### src/mqes_regs.svh
/*
 * register selectors, reset values and bit positions of the measurement and
 * questionable event status block. assumes the command decoder outside
 * presents a selector code with one-cycle read or write strobes.
 */
// Function
// - each channel condition is a live 16-bit read-only value, no latching
// - measurement condition bit 9 follows trace buffer full
// - questionable condition bit 8 follows calibration summary event
// - rise mask bit set lets a 0-to-1 condition change set the event bit
// - fall mask bit set lets a 1-to-0 condition change set the event bit
// - both masks set catch either edge; neither set catches none
// - edge masks writable per bit, readable anytime, reads leave them unchanged
// - power-up or preset sets rise masks to all ones, fall masks to zero
// - event bits latch until an explicit clearing operation
// - reading an event register returns it then clears it
// - measurement events cleared by power-up, clear-status and measurement query
// - measurement summary is OR of measurement events ANDed with its mask
// - questionable summary is OR of questionable events ANDed with its mask
// - mask bit 0 blocks its event, mask bit 1 passes it to summary
// - measurement enable mask unchanged by reads; cleared by power-up or writing zero
// - questionable events cleared by power-up, clear-status and questionable query
// - questionable enable mask unchanged by reads; cleared by power-up, preset, zero write
// - summary outputs follow current state combinationally, no latching
`ifndef MQES_REGS_SVH
`define MQES_REGS_SVH
`define MQES_W            16
`define MQES_SEL_W        4
`define MQES_SEL_MCOND    4'h0
`define MQES_SEL_MRISE    4'h1
`define MQES_SEL_MFALL    4'h2
`define MQES_SEL_MEVENT   4'h3
`define MQES_SEL_MMASK    4'h4
`define MQES_SEL_QCOND    4'h8
`define MQES_SEL_QRISE    4'h9
`define MQES_SEL_QFALL    4'ha
`define MQES_SEL_QEVENT   4'hb
`define MQES_SEL_QMASK    4'hc
`define MQES_RISE_RST     16'hffff
`define MQES_FALL_RST     16'h0000
`define MQES_ZERO         16'h0000
`define MQES_BIT_BFULL    9
`define MQES_BIT_CAL      8
// two sync flops plus the prev load before edges may be trusted
`define MQES_PRIME_W      3
`endif

### src/mqes_pkg.sv
/*
 * types shared by the event status channel and its top.
 * assumes mqes_regs.svh supplies the widths.
 */
`include "mqes_regs.svh"
package mqes_pkg;
  typedef logic [`MQES_W-1:0] mqes_word_t;
endpackage

### src/mqes_chan_if.sv
/*
 * carrier between the top and one event status channel.
 * assumes one clock, command strobes already decoded per channel.
 */
`timescale 1ns/1ns
`include "mqes_regs.svh"
interface mqes_chan_if;
  mqes_pkg::mqes_word_t cond;
  mqes_pkg::mqes_word_t wdata;
  logic                 wr_rise;
  logic                 wr_fall;
  logic                 wr_mask;
  logic                 clr_event;
  logic                 preset;
  mqes_pkg::mqes_word_t rise;
  mqes_pkg::mqes_word_t fall;
  mqes_pkg::mqes_word_t event_q;
  mqes_pkg::mqes_word_t mask;
  logic                 summary;
  modport top  (output cond, wdata, wr_rise, wr_fall, wr_mask, clr_event, preset,
                input rise, fall, event_q, mask, summary);
  modport chan (input cond, wdata, wr_rise, wr_fall, wr_mask, clr_event, preset,
                output rise, fall, event_q, mask, summary);
endinterface

### src/mqes_top.sv
/*
 * measurement and questionable event status: two channels behind a
 * selector-addressed command port with read and write strobes.
 * assumes the command port is on i_sys_clk; source levels are asynchronous.
 */
`timescale 1ns/1ns
`include "mqes_regs.svh"
module mqes_top (
  // clock and reset
  input  wire logic                   i_sys_clk,
  input  wire logic                   i_resetn,
  // event sources, asynchronous levels
  input  wire logic [`MQES_W-1:0]     i_meas_src,
  input  wire logic [`MQES_W-1:0]     i_ques_src,
  input  wire logic                   i_trace_buffer_full,
  input  wire logic                   i_cal_summary,
  // command port
  input  wire logic [`MQES_SEL_W-1:0] i_sel,
  input  wire logic                   i_rd,
  input  wire logic                   i_wr,
  input  wire logic [`MQES_W-1:0]     i_wdata,
  input  wire logic                   i_clear_status,
  input  wire logic                   i_status_preset,
  output logic      [`MQES_W-1:0]     o_rdata,
  output logic                        o_rvalid,
  // summaries to status byte
  output logic                        o_measurement_summary,
  output logic                        o_questionable_summary
);
  mqes_chan_if m_if ();
  mqes_chan_if q_if ();
  logic [`MQES_W-1:0] ms1_q, ms2_q, qs1_q, qs2_q;
  logic               bf1_q, bf2_q, cal1_q, cal2_q;
  logic [`MQES_W-1:0] m_cond, q_cond, rd_mux;
  logic [`MQES_W-1:0] rdata_q;
  logic               rvalid_q;

  // two-flop synchronisers; only the second flop is read
  always_ff @(posedge i_sys_clk or negedge i_resetn) begin
    if (!i_resetn) begin
      ms1_q <= `MQES_ZERO;
      ms2_q <= `MQES_ZERO;
      qs1_q <= `MQES_ZERO;
      qs2_q <= `MQES_ZERO;
      {bf1_q, bf2_q, cal1_q, cal2_q} <= 4'h0;
    end else begin
      ms1_q <= i_meas_src;
      ms2_q <= ms1_q;
      qs1_q <= i_ques_src;
      qs2_q <= qs1_q;
      {bf1_q, bf2_q} <= {i_trace_buffer_full, bf1_q};
      {cal1_q, cal2_q} <= {i_cal_summary, cal1_q};
    end
  end

  // live conditions, never latched
  always_comb begin
    m_cond = ms2_q;
    m_cond[`MQES_BIT_BFULL] = bf2_q;
    q_cond = qs2_q;
    q_cond[`MQES_BIT_CAL] = cal2_q;
  end

  assign m_if.cond      = m_cond;
  assign m_if.wdata     = i_wdata;
  assign m_if.wr_rise   = i_wr && (i_sel == `MQES_SEL_MRISE);
  assign m_if.wr_fall   = i_wr && (i_sel == `MQES_SEL_MFALL);
  assign m_if.wr_mask   = i_wr && (i_sel == `MQES_SEL_MMASK);
  assign m_if.clr_event = i_clear_status || (i_rd && (i_sel == `MQES_SEL_MEVENT));
  assign m_if.preset    = i_status_preset;
  assign q_if.cond      = q_cond;
  assign q_if.wdata     = i_wdata;
  assign q_if.wr_rise   = i_wr && (i_sel == `MQES_SEL_QRISE);
  assign q_if.wr_fall   = i_wr && (i_sel == `MQES_SEL_QFALL);
  assign q_if.wr_mask   = i_wr && (i_sel == `MQES_SEL_QMASK);
  assign q_if.clr_event = i_clear_status || (i_rd && (i_sel == `MQES_SEL_QEVENT));
  assign q_if.preset    = i_status_preset;

  mqes_chan #(.PRESET_CLEARS_MASK(1'b0)) u_meas (
    .i_sys_clk (i_sys_clk),
    .i_resetn  (i_resetn),
    .ch        (m_if.chan)
  );
  mqes_chan #(.PRESET_CLEARS_MASK(1'b1)) u_ques (
    .i_sys_clk (i_sys_clk),
    .i_resetn  (i_resetn),
    .ch        (q_if.chan)
  );

  // read returns pre-clear contents; unknown selectors read zero
  assign rd_mux = (i_sel == `MQES_SEL_MCOND)  ? m_cond       :
                  (i_sel == `MQES_SEL_MRISE)  ? m_if.rise    :
                  (i_sel == `MQES_SEL_MFALL)  ? m_if.fall    :
                  (i_sel == `MQES_SEL_MEVENT) ? m_if.event_q :
                  (i_sel == `MQES_SEL_MMASK)  ? m_if.mask    :
                  (i_sel == `MQES_SEL_QCOND)  ? q_cond       :
                  (i_sel == `MQES_SEL_QRISE)  ? q_if.rise    :
                  (i_sel == `MQES_SEL_QFALL)  ? q_if.fall    :
                  (i_sel == `MQES_SEL_QEVENT) ? q_if.event_q :
                  (i_sel == `MQES_SEL_QMASK)  ? q_if.mask    : `MQES_ZERO;

  always_ff @(posedge i_sys_clk or negedge i_resetn) begin
    if (!i_resetn) begin
      rdata_q  <= `MQES_ZERO;
      rvalid_q <= 1'b0;
    end else begin
      rvalid_q <= i_rd;
      if (i_rd) rdata_q <= rd_mux;
    end
  end

  assign o_rdata                = rdata_q;
  assign o_rvalid               = rvalid_q;
  assign o_measurement_summary  = m_if.summary;
  assign o_questionable_summary = q_if.summary;
endmodule // mqes_top

### src/mqes_chan.sv
/*
 * one event status channel: transition filter, latched events, enable mask.
 * assumes cond is already synchronised and strobes are one cycle wide.
 */
`timescale 1ns/1ns
`include "mqes_regs.svh"
module mqes_chan #(
  parameter bit PRESET_CLEARS_MASK = 1'b0
) (
  // clock and reset
  input  wire logic   i_sys_clk,
  input  wire logic   i_resetn,
  // channel carrier
  mqes_chan_if.chan   ch
);
  mqes_pkg::mqes_word_t prev_q, rise_q, fall_q, event_q, mask_q;
  logic [`MQES_PRIME_W-1:0] prime_q;
  mqes_pkg::mqes_word_t edges, event_d;

  // edges wait until the sync flops and prev hold the real condition, so a source
  // held high through reset is not taken for a rise
  assign edges   = prime_q[`MQES_PRIME_W-1] ? ((ch.cond & ~prev_q & rise_q) | (~ch.cond & prev_q & fall_q))
                                            : `MQES_ZERO;
  // set wins over clear so an edge coincident with a read is kept
  assign event_d = (ch.clr_event ? `MQES_ZERO : event_q) | edges;

  always_ff @(posedge i_sys_clk or negedge i_resetn) begin
    if (!i_resetn) begin
      prev_q  <= `MQES_ZERO;
      prime_q <= {`MQES_PRIME_W{1'b0}};
    end else begin
      prev_q  <= ch.cond;
      prime_q <= {prime_q[`MQES_PRIME_W-2:0], 1'b1};
    end
  end

  always_ff @(posedge i_sys_clk or negedge i_resetn) begin
    if (!i_resetn) begin
      rise_q <= `MQES_RISE_RST;
      fall_q <= `MQES_FALL_RST;
    end else if (ch.preset) begin
      rise_q <= `MQES_RISE_RST;
      fall_q <= `MQES_FALL_RST;
    end else begin
      if (ch.wr_rise) rise_q <= ch.wdata;
      if (ch.wr_fall) fall_q <= ch.wdata;
    end
  end

  always_ff @(posedge i_sys_clk or negedge i_resetn) begin
    if (!i_resetn) begin
      event_q <= `MQES_ZERO;
      mask_q  <= `MQES_ZERO;
    end else begin
      event_q <= event_d;
      if (ch.preset && PRESET_CLEARS_MASK) mask_q <= `MQES_ZERO;
      else if (ch.wr_mask)                 mask_q <= ch.wdata;
    end
  end

  assign ch.rise    = rise_q;
  assign ch.fall    = fall_q;
  assign ch.event_q = event_q;
  assign ch.mask    = mask_q;
  assign ch.summary = |(event_q & mask_q);
endmodule // mqes_chan

### config.mk
export PLATFORM = sky130hd
export DESIGN_NAME = mqes_top
export DESIGN_NICKNAME = d
export VERILOG_FILES = /design/src/mqes_pkg.sv /design/src/mqes_chan_if.sv /design/src/mqes_top.sv /design/src/mqes_chan.sv
export VERILOG_INCLUDE_DIRS = /design/src
export SDC_FILE = /design/constraint.sdc
export NUM_CORES = 1
export LEC_CHECK = 0
export ABC_AREA = 1
export BUFFER_PORTS_ARGS = -buffer_cell sky130_fd_sc_hd__buf_2
export CAP_MARGIN = 20
export CELL_PAD_IN_SITES_DETAIL_PLACEMENT = 2
export CELL_PAD_IN_SITES_GLOBAL_PLACEMENT = 2
export CORE_ASPECT_RATIO = 1.1
export CORE_MARGIN = 2
export CORE_UTILIZATION = 40
export CTS_BUF_LIST = sky130_fd_sc_hd__clkbuf_16
export DETAILED_ROUTE_END_ITERATION = 10
export GPL_TIMING_DRIVEN = 1
export PLACE_DENSITY_LB_ADDON = 0.1
export SYNTH_ARGS = -nofsm -noshare
export SYNTH_HDL_FRONTEND = slang
export SYNTH_SLANG_ARGS = --single-unit
### constraint.sdc
create_clock -name i_sys_clk -period 2.6 [get_ports i_sys_clk]
set_input_delay 0.13 -clock i_sys_clk [delete_from_list [all_inputs] [get_ports i_sys_clk]]
set_output_delay 0.13 -clock i_sys_clk [all_outputs]
set_load 0.05 [all_outputs]
==> key figures <==
Synthesis
  • Synthesized flop and latch total: about 240
  • Synth area leader: dfrtp_1
  • Area fraction of the dominant cell type after synthesis: 0.5221
  • Syn Inst Count: between 1,000 and 1,500
  • Dominant cells by area after synthesis: dfrtp_1 52%, nand2_1 11%, dfstp_2 8.3%, o21ai_0 5.4%, inv_1 4.9%
  • Synthesized cell area: just over 10,000 µm²
  • Yosys warns: 0
  • Avg Inst Size Synth: about 9.1 µm²
  • Synth Net Count: 1,179
  • Post-synthesis sequential area ratio: 0.6049
  • Yosys cell types: 31

Global routing
  • Vias in the first global route: 9,854
  • GR Overflow Total: 0
  • Global-route wire length before repair: 56,790 µm
  • Largest net degree at the start of global routing: 71
  • Initial antenna violation count: 1
  • Gr usage total: 0.2835

Route
  • DRC: 0
  • Final ANT Viol Nets: 0
  • DR vias/cell: 5.387
  • WL per Instance: 22.73 µm
  • Final WL: 36,340 µm
  • Vias post-DR: 8,614
  • Initial DRT Pass Iterations: 4
  • Iter 0 DRT Violations: around 360

Timing
  • Tightest Pin Transition: 896.6 ps
  • RSZ-0062 raised after global routing: no
  • Hold Vio Cnt, Final: 0
  • Crit share post-route: 0.8387
  • Slew margin rel.: 0.4023
  • Final Skew: 10.07 ps
  • Fmax: 458.6 MHz
  • TNS Setup: 0 ps
  • Final Setup Violations: 0
  • Fin crit period: 2181 ps
  • Slew Viols, Final: 0

Die
  • Rows: slightly above 60
  • Die extent in x: 156.0 µm
  • Initial Util: 0.4047
  • Total I/O pin count: 79
  • Die height: between 150 and 200 µm
  • Die area: 26,700 µm²
  • Total core area: 25,110 µm²

Place
  • Final HPWL DP: 23,640 µm
  • Port Buffers: 76
  • GPL Wtd Cong: 0.8165

Worst setup path
  • Critical path's slowest cell: nor3b_1
  • Reg-to-reg startpoint: u_meas.prime_q[2]$_DFF_PN0_
  • CP required: around 2500 ps
  • CP endpoint kind: primary output
  • Most common cell on crit path: nand2_1
  • WP buf/inv: 1
  • CP top delay family: simple AND/OR/NAND/NOR gates
  • Worst-path cell chain: nand2_1 > nand2_1 > nor3b_1 > nand4_1 > buf_2
  • CP Launch Type: register
  • Arr. time, crit path: roughly 2100 ps
  • Worst path max stage delay: 460 ps
  • Setup Crit Path Kind: register to primary output
  • Critical Path Source: u_ques.ch.event_q[1]$_DFF_PN0_
  • Max FO, Critical Path: 3

Power and ir drop
  • Pwr per Cell Area: 751.6 nW/µm²
  • Leakage: 5.893 nW
  • Max VDD drop: 0.6097 mV
  • Tot Pwr: 9.284 mW

Clock tree
  • Clock Sinks: between 200 and 250
  • CTS Buf Count: 28
  • CTS tree: yes
  • Bufs on Longest Clock Path: 3
  • Cts repair resizes: 0
  • Clk Latency, worst-skew pair: 550 ps
  • CTS root buffer: clkbuf_16
  • H-tree depth: 1
  • CTS clk-pin slew, worst paths: ~60 ps

Finish
  • Footprint of the multi-input gates: 3301 µm²
  • Most common cell after layout, fill and taps aside: nand2_1
  • N_diodes: 0
  • Nets: 1,323
  • Most frequent cells in the layout: 289 x nand2_1, 211 x dfrtp_1, 140 x inv_1, 110 x o21ai_0, 88 x nor2_1
  • Fin util: 0.4920
  • Share of cells above drive strength 1: 0.1597
  • Seq. cell area: 6147 µm²
  • Fillers: between 2,000 and 3,000
  • Area grow syn2layout: 21.57%

Run
  • Max-cap viol count: 0

Outcome
  • Status: complete, no violations

Worst hold path
  • Min-delay worst type: input pin to asynchronous set/reset pin
## worst register-to-register path: cells and delay by family (launching register included)
kind | cells | cell delay [ps]
AND/OR/NAND/NOR | 1 | 210
AO/OA/AOI/OAI | 1 | 220
flip-flops | 1 | 950
## state kept, by name, indices dropped and copies added, names as in the netlist, 16 cells and up
| register | cells |
|---|---|
| o_rdata | 16 |
| u_meas.ch.event_q | 16 |
| u_meas.ch.fall | 16 |
| u_meas.ch.mask | 16 |
| u_meas.ch.rise | 16 |
| u_meas.prev_q | 16 |
| u_ques.ch.event_q | 16 |
| u_ques.ch.fall | 16 |
| u_ques.ch.mask | 16 |
| u_ques.ch.rise | 16 |
| u_ques.prev_q | 16 |
## worst paths after layout
check / endpoint / slack [ps] / cells after the start
worst max-delay path: o_questionable_summary / 420 / 5
worst min-delay path: u_ques.ch.event_q[5]$_DFF_PN0_ / 110 / 2
worst max register to register: u_ques.ch.event_q[14]$_DFF_PN0_ / 1140 / 2
worst min register to register: ms2_q[7]$_DFF_PN0_ / 340 / 0
max in group asynchronous: u_ques.ch.rise[10]$_DFFE_PN1P_ / 1660 / 3
min in group i_sys_clk: u_ques.ch.rise[13]$_DFFE_PN1P_ / 200 / 4
## cell families after synthesis
group | after synthesis | share of synthesized area
buffers and inverters | 177 | 0.07031
and+or+nand+nor | 474 | 0.1970
other | 1 | 0.0003691
AOI/OAI and AO/OA | 212 | 0.1153
muxes | 11 | 0.01219
DFF | 244 | 0.6049
## stage by stage
stage               worst slack, ps  std cells  hold WS (ps)  instance area [µm²]
floorplan                      1238       1119        -165.6                10160
global placement              708.2       1498         78.95                11010
detailed placement            634.8       1498         85.24                11010
CTS                           423.8       1599         113.6                12350
global route                  357.9       1599         134.3                12350
finish                        419.5       1599         107.8                12350
## cell usage after synthesis (all sizes together)
cell / count
nand2: 291
a32o: 4
conb: 1
buf: 24
nor2: 92
clkbuf: 17
nand4: 25
clkinv: 2
nand3: 49
inv: 134
o31ai: 4
o22ai: 25
dfrtp: 212
dfstp: 32
a221oi: 4
a31oi: 24
a21oi: 40
or2: 13
o21ai: 111
mux2: 11
nor3b: 1
nor3: 3
## layer usage
metal,vias to the layer above,global-route usage,part of all wire
met2,200,0.5088,0.51
li1,3914,-,-
met4,0,0.1057,0.036
met1,4424,0.3511,0.42
met5,-,0,0
met3,76,0.03369,0.036
## layout make-up
cell class / count / share of cell area
Sequential cell: 244 / 0.4976
Multi-Input combinational cell: 698 / 0.2672
Timing Repair Buffer: 155 / 0.09379
Clock buffer: 29 / 0.05875
Inverter: 136 / 0.04132
Tap cell: 315 / 0.03191
Clock inverter: 22 / 0.009420
## power by group
part | switching (mW) | internal [mW] | total [mW]
combinational | 0.820 | 0.376 | 1.20
sequential | 0.251 | 4.16 | 4.41
clock | 1.59 | 2.09 | 3.68
## timing repair
item,in CTS,in global routing
hold buffers,50,0
endpoints found under the hold margin,241,0
buffers inserted,0,0
No activity file was read; power rests on OpenSTA's default activity.
